[src/core/dsb_pkg.sv]
// shared constants and types for the ddr burst sram port
// assumes one system clock; link clocks are levels toggled by the controller
package dsb_pkg;
  localparam int DATA_W = 18;
  localparam int LANES = 2;
  localparam int ADDR_W = 10;
  localparam int FIFO_DEPTH = 4;
  // controller pipeline stages, counted in system cycles from the command cycle
  localparam int WR_W0_STAGE = 1;
  localparam int WR_W1_STAGE = 2;
  localparam int WR_SR_LEN = 3;
  localparam int RD_W0_STAGE = 4;
  localparam int RD_W1_STAGE = 5;
  localparam int RD_SR_LEN = 6;
  localparam logic RNW_READ = 1'b1;
  localparam logic STRAP_RESET = 1'b0;

  typedef enum logic [1:0] {
    DSB_CK_PARK = 2'b00,
    DSB_CK_LOW = 2'b01,
    DSB_CK_HIGH = 2'b10
  } dsb_ck_state_t;
endpackage

[src/core/dsb_link_if.sv]
// link between the controller end and the sram end
// k and c are clock levels; each system cycle is one link edge slot
`timescale 1ns/1ps
interface dsb_link_if #(parameter int DATA_W = 18, parameter int LANES = 2,
  parameter int ADDR_W = 10);
  logic k;
  logic c;
  logic load_strobe_n;
  logic rnw;
  logic [ADDR_W-1:0] addr;
  logic [DATA_W-1:0] d;
  logic [LANES-1:0] byte_lane_enable_n;
  logic [DATA_W-1:0] q;
  logic q_oe;
  modport dev (input k, c, load_strobe_n, rnw, addr, d, byte_lane_enable_n,
    output q, q_oe);
  modport ctl (output k, c, load_strobe_n, rnw, addr, d, byte_lane_enable_n,
    input q, q_oe);
endinterface

[src/core/dsb_sram_ctl.sv]
// controller end of the ddr two-word burst port plus its request fifo
// assumes the sram end answers with the fixed pipeline in dsb_pkg
`timescale 1ns/1ps
module dsb_fifo #(
  parameter int WIDTH = 8,
  parameter int DEPTH = dsb_pkg::FIFO_DEPTH
) (
  input wire logic i_mclk,
  input wire logic i_reset,
  input wire logic i_in_valid,
  output logic o_in_ready,
  input wire logic [WIDTH-1:0] i_in_data,
  output logic o_out_valid,
  input wire logic i_out_ready,
  output logic [WIDTH-1:0] o_out_data
);
  localparam int PW = $clog2(DEPTH);
  logic [WIDTH-1:0] buf_q [0:DEPTH-1];
  logic [PW-1:0] wp_q;
  logic [PW-1:0] rp_q;
  logic [PW:0] cnt_q;
  logic push;
  logic pop;
  logic [PW:0] cnt_d;

  assign push = i_in_valid & o_in_ready;
  assign pop = o_out_valid & i_out_ready;
  assign o_out_data = buf_q[rp_q];
  assign cnt_d = cnt_q + (PW+1)'(push) - (PW+1)'(pop);

  // full and empty kept in flops so ready needs no logic behind it
  always_ff @(posedge i_mclk or posedge i_reset)
  begin
    if (i_reset)
    begin
      wp_q <= '0;
      rp_q <= '0;
      cnt_q <= '0;
      o_in_ready <= 1'b1;
      o_out_valid <= 1'b0;
    end
    else
    begin
      wp_q <= push ? PW'((wp_q + 1'b1) % DEPTH) : wp_q;
      rp_q <= pop ? PW'((rp_q + 1'b1) % DEPTH) : rp_q;
      cnt_q <= cnt_d;
      o_in_ready <= (cnt_d != (PW+1)'(DEPTH));
      o_out_valid <= (cnt_d != '0);
    end
  end

  always_ff @(posedge i_mclk)
  begin
    if (push)
    begin
      buf_q[wp_q] <= i_in_data;
    end
  end
endmodule

module dsb_sram_ctl #(
  parameter int ADDR_W = dsb_pkg::ADDR_W
) (
  // clock and reset
  input wire logic i_mclk,
  input wire logic i_reset,
  // link
  dsb_link_if.ctl link,
  // requests
  input wire logic i_clk_run,
  input wire logic i_req_valid,
  output logic o_req_ready,
  input wire logic i_req_rnw,
  input wire logic [ADDR_W-1:0] i_req_addr,
  input wire logic [2*dsb_pkg::DATA_W-1:0] i_req_wdata,
  input wire logic [2*dsb_pkg::LANES-1:0] i_req_lane_n,
  // read answers
  output logic o_rd_valid,
  output logic [2*dsb_pkg::DATA_W-1:0] o_rd_data
);
  localparam int DW = dsb_pkg::DATA_W;
  localparam int NL = dsb_pkg::LANES;
  localparam int FW = 1 + ADDR_W + 2*DW + 2*NL;

  dsb_pkg::dsb_ck_state_t ck_q;
  dsb_pkg::dsb_ck_state_t ck_d;
  logic [FW-1:0] head;
  logic head_valid;
  logic fire;
  logic last_rd_q;
  logic [dsb_pkg::WR_SR_LEN-1:0] wr_sr_q;
  logic [dsb_pkg::RD_SR_LEN-1:0] rd_sr_q;
  logic [DW-1:0] w1_q;
  logic [NL-1:0] m1_q;
  logic [DW-1:0] w0_q;
  logic [NL-1:0] m0_q;
  logic [DW-1:0] w1_hold_q;
  logic [NL-1:0] m1_hold_q;
  logic busy;
  logic k_q;
  logic c_q;
  logic ld_n_q;
  logic rnw_q;
  logic [ADDR_W-1:0] addr_q;
  logic [DW-1:0] d_q;
  logic [NL-1:0] lane_q;

  dsb_fifo #(.WIDTH(FW), .DEPTH(dsb_pkg::FIFO_DEPTH)) u_req_fifo (
    .i_mclk(i_mclk),
    .i_reset(i_reset),
    .i_in_valid(i_req_valid),
    .o_in_ready(o_req_ready),
    .i_in_data({i_req_rnw, i_req_addr, i_req_wdata, i_req_lane_n}),
    .o_out_valid(head_valid),
    .i_out_ready(fire),
    .o_out_data(head)
  );

  assign busy = (|wr_sr_q) | (|rd_sr_q);
  // a write straight after a read waits one nop slot
  assign fire = (ck_q == dsb_pkg::DSB_CK_LOW) & head_valid
    & ~(~head[FW-1] & last_rd_q);

  always_comb
  begin
    case (ck_q)
      dsb_pkg::DSB_CK_PARK: ck_d = i_clk_run ? dsb_pkg::DSB_CK_LOW : dsb_pkg::DSB_CK_PARK;
      dsb_pkg::DSB_CK_LOW: ck_d = dsb_pkg::DSB_CK_HIGH;
      // stop only between bursts, clocks parked high
      dsb_pkg::DSB_CK_HIGH: ck_d = (!i_clk_run && !busy) ? dsb_pkg::DSB_CK_PARK
        : dsb_pkg::DSB_CK_LOW;
      default: ck_d = dsb_pkg::DSB_CK_PARK;
    endcase
  end

  // c mirrors k, so both pairs carry one timing
  always_ff @(posedge i_mclk or posedge i_reset)
  begin
    if (i_reset)
    begin
      ck_q <= dsb_pkg::DSB_CK_PARK;
      k_q <= 1'b1;
      c_q <= 1'b1;
    end
    else
    begin
      ck_q <= ck_d;
      k_q <= (ck_d != dsb_pkg::DSB_CK_LOW);
      c_q <= (ck_d != dsb_pkg::DSB_CK_LOW);
    end
  end

  // command issue, visible with the k rise
  always_ff @(posedge i_mclk or posedge i_reset)
  begin
    if (i_reset)
    begin
      ld_n_q <= 1'b1;
      rnw_q <= dsb_pkg::RNW_READ;
      addr_q <= '0;
      last_rd_q <= 1'b0;
    end
    else if (ck_q == dsb_pkg::DSB_CK_LOW)
    begin
      ld_n_q <= ~fire;
      rnw_q <= head[FW-1];
      addr_q <= head[FW-2 -: ADDR_W];
      last_rd_q <= fire & head[FW-1];
    end
    else
    begin
      ld_n_q <= 1'b1;
    end
  end

  // write data: word 0 for k rise t+1, word 1 for k# rise t+1
  always_ff @(posedge i_mclk or posedge i_reset)
  begin
    if (i_reset)
    begin
      wr_sr_q <= '0;
      w0_q <= '0;
      m0_q <= '1;
      w1_q <= '0;
      m1_q <= '1;
      w1_hold_q <= '0;
      m1_hold_q <= '1;
      d_q <= '0;
      lane_q <= '1;
    end
    else
    begin
      wr_sr_q <= {wr_sr_q[dsb_pkg::WR_SR_LEN-2:0], fire & ~head[FW-1]};
      if (fire)
      begin
        w0_q <= head[2*NL+2*DW-1 -: DW];
        w1_q <= head[2*NL+DW-1 -: DW];
        m0_q <= head[2*NL-1 -: NL];
        m1_q <= head[NL-1:0];
      end
      if (wr_sr_q[dsb_pkg::WR_W0_STAGE])
      begin
        d_q <= w0_q;
        lane_q <= m0_q;
        // a write issued in this slot reloads w1_q, so word 1 moves on here
        w1_hold_q <= w1_q;
        m1_hold_q <= m1_q;
      end
      else if (wr_sr_q[dsb_pkg::WR_W1_STAGE])
      begin
        d_q <= w1_hold_q;
        lane_q <= m1_hold_q;
      end
      else
      begin
        lane_q <= '1;
      end
    end
  end

  // read capture at the fixed c# t+1 and c t+2 launch points
  always_ff @(posedge i_mclk or posedge i_reset)
  begin
    if (i_reset)
    begin
      rd_sr_q <= '0;
      o_rd_valid <= 1'b0;
      o_rd_data <= '0;
    end
    else
    begin
      rd_sr_q <= {rd_sr_q[dsb_pkg::RD_SR_LEN-2:0], fire & head[FW-1]};
      o_rd_valid <= rd_sr_q[dsb_pkg::RD_W1_STAGE];
      if (rd_sr_q[dsb_pkg::RD_W0_STAGE])
      begin
        o_rd_data[2*DW-1 -: DW] <= link.q;
      end
      if (rd_sr_q[dsb_pkg::RD_W1_STAGE])
      begin
        o_rd_data[DW-1:0] <= link.q;
      end
    end
  end

  assign link.k = k_q;
  assign link.c = c_q;
  assign link.load_strobe_n = ld_n_q;
  assign link.rnw = rnw_q;
  assign link.addr = addr_q;
  assign link.d = d_q;
  assign link.byte_lane_enable_n = lane_q;
endmodule

[src/flat_wrapper.sv]
// flat-port wrapper written by rule: the top's interface ports become plain ports
module dsb_sram_ctl_flat 
#(
  parameter int ADDR_W = dsb_pkg::ADDR_W
)
  (i_mclk, i_reset, i_clk_run, i_req_valid, o_req_ready, i_req_rnw, i_req_addr, i_req_wdata, i_req_lane_n, o_rd_valid, o_rd_data, link_k, link_c, link_load_strobe_n, link_rnw, link_addr, link_d, link_byte_lane_enable_n, link_q, link_q_oe);
  dsb_link_if #(.ADDR_W(ADDR_W)) link_i ();
  input wire logic i_mclk;
  input wire logic i_reset;
  input wire logic i_clk_run;
  input wire logic i_req_valid;
  output logic o_req_ready;
  input wire logic i_req_rnw;
  input wire logic [ADDR_W-1:0] i_req_addr;
  input wire logic [2*dsb_pkg::DATA_W-1:0] i_req_wdata;
  input wire logic [2*dsb_pkg::LANES-1:0] i_req_lane_n;
  output logic o_rd_valid;
  output logic [2*dsb_pkg::DATA_W-1:0] o_rd_data;
  output wire logic [$bits(link_i.k)-1:0] link_k;
  output wire logic [$bits(link_i.c)-1:0] link_c;
  output wire logic [$bits(link_i.load_strobe_n)-1:0] link_load_strobe_n;
  output wire logic [$bits(link_i.rnw)-1:0] link_rnw;
  output wire logic [$bits(link_i.addr)-1:0] link_addr;
  output wire logic [$bits(link_i.d)-1:0] link_d;
  output wire logic [$bits(link_i.byte_lane_enable_n)-1:0] link_byte_lane_enable_n;
  input wire logic [$bits(link_i.q)-1:0] link_q;
  input wire logic [$bits(link_i.q_oe)-1:0] link_q_oe;
  assign link_k = link_i.k;
  assign link_c = link_i.c;
  assign link_load_strobe_n = link_i.load_strobe_n;
  assign link_rnw = link_i.rnw;
  assign link_addr = link_i.addr;
  assign link_d = link_i.d;
  assign link_byte_lane_enable_n = link_i.byte_lane_enable_n;
  assign link_i.q = link_q;
  assign link_i.q_oe = link_q_oe;
  dsb_sram_ctl #(.ADDR_W(ADDR_W)) u_core (.i_mclk(i_mclk), .i_reset(i_reset), .link(link_i), .i_clk_run(i_clk_run), .i_req_valid(i_req_valid), .o_req_ready(o_req_ready), .i_req_rnw(i_req_rnw), .i_req_addr(i_req_addr), .i_req_wdata(i_req_wdata), .i_req_lane_n(i_req_lane_n), .o_rd_valid(o_rd_valid), .o_rd_data(o_rd_data));
endmodule
[config.mk]
export PLATFORM = sky130hd
export DESIGN_NAME = dsb_sram_ctl_flat
export DESIGN_NICKNAME = d
export VERILOG_FILES = /design/src/core/dsb_pkg.sv /design/src/core/dsb_link_if.sv /design/src/core/dsb_sram_ctl.sv /design/src/flat_wrapper.sv
export SDC_FILE = /design/constraint.sdc
export NUM_CORES = 1
export LEC_CHECK = 0
export BUFFER_PORTS_ARGS = -buffer_cell sky130_fd_sc_hd__buf_2
export CAP_MARGIN = 10
export CORE_MARGIN = 3
export CORE_UTILIZATION = 30
export DETAILED_ROUTE_END_ITERATION = 12
export GPL_TIMING_DRIVEN = 1
export PLACE_DENSITY_LB_ADDON = 0.05
export SLEW_MARGIN = 20
export SYNTH_ARGS = -nofsm -noshare
export SYNTH_HDL_FRONTEND = slang
export SYNTH_HIERARCHICAL = 1
export SYNTH_SLANG_ARGS = --single-unit
[constraint.sdc]
create_clock -name i_mclk -period 4.5 [get_ports i_mclk]
set_input_delay 0.225 -clock i_mclk [delete_from_list [all_inputs] [get_ports i_mclk]]
set_output_delay 0.225 -clock i_mclk [all_outputs]
set_load 0.1 [all_outputs]
==> reports/summary.txt, run 1 <==
GR Util All Layers = 12.90%
Hold EP = u_core/u_req_fifo/wp_q[0]
Die H = 217.6 um
Min Tclk post-route = 3.598 ns
Die area = 0.04737 mm2
GR Layer Usage met2 = 20.88%
Root buffer cell = clkbuf_16
Max_cap viols = 0
Reg2Reg Depth = 11
# port buffers = 144
Worst Hold Launch = i_req_valid
Routability congestion estimate = 0.7136
Syn Area/Cell = 20.00 um2
Initial core utilization = 30.79%
Hold violation total from the final report = 0
HPWL after DPL = 18.30 mm
Drt pass-1 iters = 4
Setup slack, reg-to-reg = 0.90 ns
DR WL/cell = 19.55 um
Netlist cell types = 35
Slew of the pin with the lowest slew margin = 0.9352 ns
Cts bufs inserted = 42
WP data arrival = 4.02 ns
Via density = 4.319
Crit Path Class = reg -> reg
Routed wire length = 29.93 mm
IO Count = 146
Area contributors post-synth = edfxtp_1, dfrtp_1, mux4_2, mux2_2, mux2_4
Worst hold path depth = 3
FF+latch count, synth = 355
RSZ-0062 raised after global routing = false
Period utilisation layout = 79.95%
Largest net degree at the start of global routing = 106
WHS = 0.08939 ns
Initial DRC count = 250
Area delta synth->final = 24.78%
Rel. slew slack = 37.65%
Syn. warnings = 6
Layout cell share with drive strength beyond 1 = 40.32%
Clock sinks = 355
Clk_skew = 0.01446 ns
Post-synth top area cell = edfxtp_1
FP Rows = 76
Commonest cells after routing, fill and taps aside = edfxtp_1, buf_2, dfrtp_1, dlygate4sd3_1, mux2_2
Number of antenna violations at the first check in global routing = 2
Startpoint types = flop
Clk slew on worst S/H paths = 0.05 ns
WP data required = 4.92 ns
H-tree depth = 2
Pins over their slew limit = 0
Detail Route Antenna Nets = 0
Synth Instances = 672
Global-route wire length before repair = 46.09 mm
Fmax achieved = 278.0 MHz
Most Crowded Layer GR = met2
DRC Markers = 0
Hold Buf Count CTS = 71
Cts repair resizes = 0
GR Layer Usage met3 = 2.647%
Width of the die = 217.6 um
Syn Nets = 753
Crit. End Element = flop
Share of the synthesized area in the top cell type = 45.59%
Clk_lat worst skew = 0.54 ns
Commonest non-fill, non-tap cell in the layout = edfxtp_1
Setup TNS = 0 ns
Setup Viol. Count Final = 0
Core box area = 0.04365 mm2
GRT overflow = 0
HP Class = in -> reg
Area of the mapped netlist = 0.01344 mm2
Register area share after synthesis = 73.82%
Vias in the first global route = 7319
Met1 usage = 17.48%
Deepest clock path buffer count = 3
Worst Path Max Fanout = 42
CTS tree = built
R2r endpoint = u_core/u_req_fifo/o_out_valid
Filler instances = 4043
Nets = 992
Vias after detailed routing = 6613
Status = finished clean
Post-CTS Setup Repair Bufs = 0
FF-to-FF Start = u_core/u_req_fifo/rp_q[0]
-- cell usage after synthesis --
cell type / n
buf_12: 9
nor2b_1: 1
a21o_1: 1
nor3b_1: 1
nand2b_1: 2
ha_1: 6
xnor2_1: 2
nand2b_4: 1
mux2_2: 58
and2_1: 2
fa_1: 1
inv_1: 8
clkbuf_1: 8
xnor3_1: 1
mux2_4: 39
edfxtp_1: 204
mux2i_1: 18
nand2_1: 54
nand3_4: 1
a21oi_1: 2
dfstp_2: 12
and3_1: 5
nand3_1: 2
buf_6: 1
buf_4: 1
nor4_1: 2
o21ai_0: 18
inv_4: 1
xor2_1: 1
inv_6: 1
mux4_2: 48
dfrtp_1: 139
buf_2: 13
mux4_1: 3
nor2_1: 6
-- stage by stage --
stage / setup slack (ns) / instance area, um2 / utilization, % / instances
2_1_floorplan: 0.4836 / 13440 / - / 672
3_3_place_gp: 0.9371 / 14700 / 33.69 / 1381
3_5_place_dp: 0.8584 / 14700 / 33.69 / 1381
4_1_cts: 0.8507 / 16760 / 38.40 / 1530
5_1_grt: 0.7066 / 16770 / 38.42 / 1531
6_report: 0.9024 / 16770 / 38.42 / 1531
-- final cells by class --
class,count,area (um2),area share [%]
clock buffers,65,1241,7.402
inverters,10,52.55,0.3134
repair buffers,227,1521,9.074
flip-flops and latches,355,9926,59.20
clock inverters,13,107.6,0.6417
multi-input cells,275,3184,18.99
well taps,585,732.0,4.365
diodes,1,2.502,0.01492
-- cells by family after synthesis --
logic type	share of synthesized area (%)
XOR/XNOR	0.3632
buffers and inverters	2.523
multiplexers	19.19
AND/OR/NAND/NOR	2.598
flip-flops	73.82
AO/OA/AOI/OAI	0.8008
adder cells (fa/ha/maj)	0.7076
-- worst max-delay path, cell delays in order (launching register included) --
cell      delay, ns
dfrtp_4        0.59
mux4_1         0.66
nand2b_1       0.21
nand3_4        0.12
inv_6          0.19
and2_1         0.25
ha_1           0.28
inv_1          0.05
ha_1           0.19
fa_1           0.37
xnor3_1        0.40
nand2b_1       0.16
-- worst max-delay path by stage --
stage               depth (start not counted)  slack [ns]                             to                 startpoint
finish                                     11        0.90  u_core/u_req_fifo/o_out_valid  u_core/u_req_fifo/rp_q[0]
global route                               11        0.71  u_core/u_req_fifo/o_out_valid  u_core/u_req_fifo/rp_q[0]
CTS                                        11        0.85  u_core/u_req_fifo/o_out_valid  u_core/u_req_fifo/rp_q[0]
detailed placement                         11        0.86  u_core/u_req_fifo/o_out_valid  u_core/u_req_fifo/rp_q[0]
floorplan                                   1        0.48                 u_core/ck_q[0]                    i_reset
global placement                           11        0.94  u_core/u_req_fifo/o_out_valid  u_core/u_req_fifo/rp_q[0]
-- flip-flops by register name, summed over array words and instances (netlist names), 2 cells and up --
register                        count
u_core/m1_hold_q                    2
u_core/w0_q                        18
u_core/u_req_fifo/rp_q              2
u_core/link.byte_lane_enable_n      2
u_core/u_req_fifo/wp_q              2
u_core/u_req_fifo/cnt_q             3
u_core/m1_q                         2
u_core/wr_sr_q                      3
u_core/w1_q                        18
u_core/m0_q                         2
u_core/o_rd_data                   36
u_core/w1_hold_q                   18
u_core/ck_q                         2
u_core/u_req_fifo/buf_q           204
u_core/rd_sr_q                      6
u_core/link.d                      18
u_core/link.addr                   10
-- routing by layer --
metal  part of all wire (%)  up-vias
met5                  0.043        -
met4                    2.2        2
met3                    4.3       52
met2                     47      127
met1                     46     3392
li1                       -     3040
Power of run 1 is left out: the tool's default activity adds up to more than one toggle a clock period on the data nets, which glitch-free logic cannot reach.
==> run 2: changes to the inputs <==
--- a/config.mk
+++ b/config.mk
@@ -5,6 +5,7 @@
 export SDC_FILE = /design/constraint.sdc
 export NUM_CORES = 1
 export LEC_CHECK = 0
+export ABC_AREA = 1
 export BUFFER_PORTS_ARGS = -buffer_cell sky130_fd_sc_hd__buf_2
 export CAP_MARGIN = 10
 export CORE_MARGIN = 3
==> constraint.sdc (replaced) <==
create_clock -name i_mclk -period 3.55 [get_ports i_mclk]
set_input_delay 0.1775 -clock i_mclk [delete_from_list [all_inputs] [get_ports i_mclk]]
set_output_delay 0.1775 -clock i_mclk [all_outputs]
set_load 0.1 [all_outputs]
==> run 2 against run 1 <==
Critical path depth is 5 higher. Clock skew fell by 0.0020 ns. Synthesized area grew 7.6%. Global-route usage up 1.0 points. Utilization fell by 0.42 points. Final area increased by 6.6%. Setup slack got worse by 0.11 ns. Sequential share of layout area shrank 3.7 points.
==> reports/summary.txt, run 2 <==
FF-to-FF Start = u_core/u_req_fifo/rp_q[0]
Via density = 4.295
Slew of the pin with the lowest slew margin = 1.079 ns
Deepest clock path buffer count = 3
N_diodes = 0
Setup crit start = u_core/u_req_fifo/rp_q[0]
Largest net degree at the start of global routing = 77
FF+latch count, synth = 355
Gate power share = 42.0%
H-tree depth = 2
Global-route wire length before repair = 54.15 mm
Seq pwr share = 34.5%
Rel. slew slack = 28.04%
Routed wire length = 34.08 mm
Setup slack, reg-to-reg = 0.79 ns
Nets = 1474
Reg2Reg Depth = 16
Hold Buf Count CTS = 71
Post-synth top area cell = edfxtp_1
Initial DRC count = 339
Cts repair resizes = 0
HP Class = in -> async
Period utilisation layout = 77.69%
Layout cell share with drive strength beyond 1 = 26.63%
Width of the die = 225.6 um
VDD IR max = 0.4845 mV
Drt pass-1 iters = 4
Status = finished clean
Critical Path Stages = 16
WP data arrival = 3.19 ns
Sw Share = 44.42%
Netlist cell types = 25
Root buffer cell = clkbuf_16
Primary FF master, synth = edfxtp_1
Cell family with most CP delay = adder cells
Initial core utilization = 30.74%
Post-synth ARST share = 42.54%
GR Util All Layers = 13.90%
Fin cells = 2034
Crit Path Class = reg -> reg
R2r endpoint = u_core/u_req_fifo/o_out_valid
DR WL/cell = 16.76 um
IO Count = 146
Syn. warnings = 6
HPWL after DPL = 19.52 mm
CTS tree = built
Die H = 225.6 um
Worst path cell trace = inv_8 > nand2_1 > o211ai_2 > nand2_1 > inv_1 > nand2_1 > nand3_4 > inv_2 > nand2_1 > inv_1 > ha_1 > inv_1 > ha_1 > fa_1 > nor2_1 > nand3_1
Clk slew on worst S/H paths = 0.06 ns
Top cells by count, synth = nand2_1, edfxtp_1, dfrtp_1, inv_1, o211ai_2
WP data required = 3.98 ns
Number of antenna violations at the first check in global routing = 2
Die area = 0.05089 mm2
Share of the synthesized area in the top cell type = 42.35%
Worst Path Max Fanout = 40
Syn Area/Cell = 12.36 um2
Commonest non-fill, non-tap cell in the layout = nand2_1
Register area share after synthesis = 68.58%
Fmax achieved = 362.6 MHz
Core box area = 0.04705 mm2
Max stage delay on crit path = 0.46 ns
Area of the mapped netlist = 0.01447 mm2
Pre-CTS WS = 0.7523 ns
Area taken by multi-input logic gates = 0.003680 mm2
Max_cap viols = 0
P per Cell Area = 1013 mW/mm2
FP Rows = 79
Largest registers = u_core/u_req_fifo/buf_q (204), u_core/o_rd_data (36)
Area contributors post-synth = edfxtp_1, dfrtp_1, nand2_1, o211ai_2, inv_1
Startpoint types = flop
RSZ-0062 raised after global routing = false
Post-CTS Setup Repair Bufs = 0
GRT overflow = 0
WHS = 0.1635 ns
Synth Instances = 1170
Commonest cells after routing, fill and taps aside = nand2_1, edfxtp_1, buf_2, dfrtp_1, inv_1
Net switching power figure = 8046 uW
Clk_skew = 0.01251 ns
Clock sinks = 355
Filler instances = 4639
Cts bufs inserted = 44
Vias in the first global route = 9103
Pins over their slew limit = 0
Routability congestion estimate = 0.6884
EDFF count, synth = 204
Setup Viol. Count Final = 0
CP Buf/Inv Count = 5
DP Cell Count = 1883
Syn Nets = 1251
Vias after detailed routing = 8737
Detail Route Antenna Nets = 0
Crit. End Element = flop
Part of the power in the clock network = 23.5%
Hold violation total from the final report = 0
Max reg flops = 204
Int Pwr = 10070 uW
Min Tclk post-route = 2.758 ns
Clk_lat worst skew = 0.55 ns
Most used cell, CP = nand2_1
DRC Markers = 0
Critical Path End = u_core/u_req_fifo/o_out_valid
# port buffers = 144
Setup TNS = 0 ns
Biggest register = u_core/u_req_fifo/buf_q
Crit path max-delay cell type = fa_1
Static leakage = 0.007816 uW
Seq. cell area = 0.009923 mm2
Area delta synth->final = 23.60%
Worst Setup Slack, final = 0.7921 ns
Most common cell in the synthesized netlist = nand2_1
run 2: cell types whose count changed after synthesis, sizes merged, moves of 16 or more:
cell | before | now
o211ai | 0 | 120
o21ai | 18 | 2
buf | 24 | 47
mux4 | 51 | 0
inv | 10 | 127
nand2 | 54 | 443
mux2i | 18 | 0
mux2 | 97 | 28
run 2: worst min path at each step:
stage / slack (ns) / end / startpoint / depth (start not counted)
detailed placement: 0.19 / u_core/u_req_fifo/wp_q[0] / i_reset / 2
floorplan: 0.005 / u_core/u_req_fifo/cnt_q[0] / i_reset / 1
global route: 0.21 / u_core/u_req_fifo/rp_q[0] / i_reset / 3
finish: 0.16 / u_core/u_req_fifo/wp_q[0] / i_reset / 3
CTS: 0.14 / u_core/u_req_fifo/wp_q[0] / i_reset / 3
global placement: 0.20 / u_core/u_req_fifo/wp_q[0] / i_reset / 2
run 2: power by group through the flow:
stage,registers (uW),clock network [uW],logic (uW)
2_1_floorplan,8910,0,3600
3_3_place_gp,6340,0,7700
4_1_cts,6270,4430,7830
6_report,6250,4260,7610
3_5_place_dp,6350,0,7750
5_1_grt,6390,4590,8350
run 2: cell type report:
class                           instances  area share (%)
Sequential cell                       355           55.50
Tap cell                              607           4.248
Timing Repair Buffer                  234           9.154
Clock inverter                          4          0.1120
Clock buffer                           76           7.628
Multi-Input combinational cell        629           20.58
Inverter                              129           2.771
run 2: routing by layer:
| metal | vias up | GRT usage [%] | share of wire (%) | routed length (um) |
|---|---|---|---|---|
| met5 | - | 0 | 0.079 | 27 |
| met4 | 4 | 4.244 | 2.1 | 718 |
| met3 | 50 | 2.522 | 3.6 | 1222 |
| met2 | 144 | 23.90 | 49 | 16790 |
| met1 | 4205 | 17.92 | 45 | 15330 |
| li1 | 4334 | - | - | - |
run 2: logic make-up after synthesis:
kind of cell / synth area share (%)
buffers and inverters: 6.193
muxes: 2.180
DFF: 68.58
adders and majority gates: 0.6574
and+or+nand+nor: 12.38
xor gates and xnor gates: 0.1211
AOI/OAI and AO/OA: 9.895
run 2: through the flow:
step                      total power [uW]  cell area, um2  utilization, %
final                                18110           17880           38.00
after global routing                 19330           17880           38.00
after CTS                            18530           17880           38.00
after detailed placement             14100           15780           33.55
after global placement               14040           15780           33.55
after floorplan                      12510           14470               -
run 2: tightest hold or removal path, cell delays in order:
cell           delay (ns)
dlygate4sd3_1        0.53
buf_2                0.14
inv_1                0.27
(Power assumes the default switching activity.)
==> run 3: changes to the inputs <==
==> constraint.sdc (replaced) <==
create_clock -name i_mclk -period 2.5 [get_ports i_mclk]
set_input_delay 0.125 -clock i_mclk [delete_from_list [all_inputs] [get_ports i_mclk]]
set_output_delay 0.125 -clock i_mclk [all_outputs]
set_load 0.1 [all_outputs]
==> run 3 against run 2 <==
Sequential power is 42% higher. First-iteration DRC count rose by 1.5%. Power rose by 41%. Setup slack worse by 0.59 ns. Global-route usage is 0.24 points lower. Non-clock buffer count is 6 higher.
==> reports/summary.txt, run 3 (synthesis results as in run 2) <==
DR WL/cell = 16.53 um
Drt pass-1 iters = 4
IO Count = 146
Max_cap viols = 0
Largest net degree at the start of global routing = 162
HP Class = in -> async
Routed wire length = 33.70 mm
VDD IR max = 0.8165 mV
Most used cell, CP = nand2_1
GR Util All Layers = 13.66%
Worst Path Max Fanout = 6
Largest registers = u_core/u_req_fifo/buf_q (204), u_core/o_rd_data (36)
Post-CTS Setup Repair Bufs = 0
Worst path cell trace = inv_8 > nand2_1 > o211ai_2 > nand2_2 > inv_2 > nand2_2 > nand3_4 > inv_4 > nand2_4 > inv_2 > ha_1 > inv_1 > ha_2 > fa_2 > inv_1 > nand2_1 > nand2_1 > nand2_1 > nand2_1 > nand2_1
Clock sinks = 355
CTS tree = built
Initial core utilization = 30.74%
Vias after detailed routing = 8786
Static leakage = 0.007816 uW
DRC Markers = 0
Status = finished clean
FP Rows = 79
P per Cell Area = 1430 mW/mm2
Layout cell share with drive strength beyond 1 = 27.39%
Detail Route Antenna Nets = 0
Setup Viol. Count Final = 0
Max reg flops = 204
Fmax achieved = 435.2 MHz
Crit Path Class = reg -> reg
Commonest cells after routing, fill and taps aside = nand2_1, edfxtp_1, buf_2, dfrtp_1, inv_1
Min Tclk post-route = 2.298 ns
Routability congestion estimate = 0.6653
Area taken by multi-input logic gates = 0.003700 mm2
H-tree depth = 2
Vias in the first global route = 8973
WP data arrival = 2.78 ns
GRT overflow = 0
Cell family with most CP delay = adder cells
Nets = 1478
Area delta synth->final = 23.81%
Clk_lat worst skew = 0.56 ns
Initial DRC count = 344
Global-route wire length before repair = 53.65 mm
Pins over their slew limit = 0
Hold violation total from the final report = 0
Rel. slew slack = 30.54%
Pre-CTS WS = 0.1544 ns
Startpoint types = flop
Slew of the pin with the lowest slew margin = 1.042 ns
Root buffer cell = clkbuf_16
Filler instances = 4661
WP data required = 2.98 ns
Cts bufs inserted = 42
Period utilisation layout = 91.91%
Max stage delay on crit path = 0.44 ns
Fin cells = 2038
Number of antenna violations at the first check in global routing = 1
Final core utilization = 38.07%
Via density = 4.311
RSZ-0062 raised after global routing = false
Crit path max-delay cell type = dfrtp_2
HPWL after DPL = 19.79 mm
Core box area = 0.04705 mm2
CP Buf/Inv Count = 6
# port buffers = 144
Biggest register = u_core/u_req_fifo/buf_q
Clk_skew = 0.01995 ns
Die H = 225.6 um
Commonest non-fill, non-tap cell in the layout = nand2_1
N_diodes = 0
Clk slew on worst S/H paths = 0.06 ns
Worst Setup Slack, final = 0.2023 ns
Width of the die = 225.6 um
Deepest clock path buffer count = 3
Crit. End Element = flop
Die area = 0.05089 mm2
DP Cell Count = 1889
Seq. cell area = 0.009925 mm2
==> run 3: cell count changes in the layout (fill, tap and decap cells not counted), sizes merged <==
| cell | delta |
|---|---|
| clkinv | +5 |
| buf | +6 |
| clkbuf | -7 |
==> run 3: per-layer routing <==
metal,global-route usage (%),share of wire [%]
met1,17.91,46
met2,23.23,48
met3,2.405,3.7
met4,4.100,2.1
met5,0,0.039
==> run 3: worst reg2reg max path, delay by kind of cell (launching register included) <==
family          cells  cell delay, ns
buf+inv             6            0.32
fa+ha+maj           3            0.77
simple gates       10            0.64
flops               1            0.44
compound gates      1            0.06
==> run 3: cell type report <==
type,count,area share (%)
clock buffers,69,6.944
clock inverters,9,0.3633
inverters,129,2.780
multi-input cells,629,20.66
flip-flops and latches,355,55.41
well taps,607,4.241
repair buffers,240,9.599
==> run 3: power by group <==
| part | switching [uW] | internal (uW) | leakage, uW |
|---|---|---|---|
| clock | 2390 | 3400 | 0.000639 |
| combinational | 8360 | 2600 | 0.00345 |
| sequential | 758 | 8110 | 0.00372 |
==> run 3: path summary, 6_finish.rpt <==
check | cells after the start | to | startpoint | slack (ns)
max in group asynchronous | 4 | u_core/m0_q[1] | i_reset | 1.67
worst max-delay path | 20 | u_core/u_req_fifo/o_in_ready | u_core/u_req_fifo/rp_q[0] | 0.20
min in group i_mclk | 5 | u_core/u_req_fifo/wp_q[1] | i_req_valid | 0.14
worst min-delay path | 3 | u_core/u_req_fifo/wp_q[0] | i_reset | 0.13
worst min register to register | 0 | u_core/rd_sr_q[2] | u_core/rd_sr_q[1] | 0.37
worst max register to register | 20 | u_core/u_req_fifo/o_in_ready | u_core/u_req_fifo/rp_q[0] | 0.20
==> run 3: per-stage QoR <==
step | hold slack [ns] | TNS (ns) | instance area, um2 | power (uW)
floorplan | -0.04780 | -262.20 | 14500 | 17830
global placement | 0.1640 | 0 | 15890 | 20120
detailed placement | 0.1679 | 0 | 15890 | 20160
CTS | 0.09914 | 0 | 17910 | 26200
global route | 0.1349 | 0 | 17910 | 27330
finish | 0.1298 | 0 | 17910 | 25620
==> run 3: timing repair <==
action | 4_1_cts | 5_1_grt
endpoints found under the hold margin | 363 | 0
endpoints found under the setup margin | 0 | 2
gates resized for setup | 0 | 2
hold buffers | 71 | 0
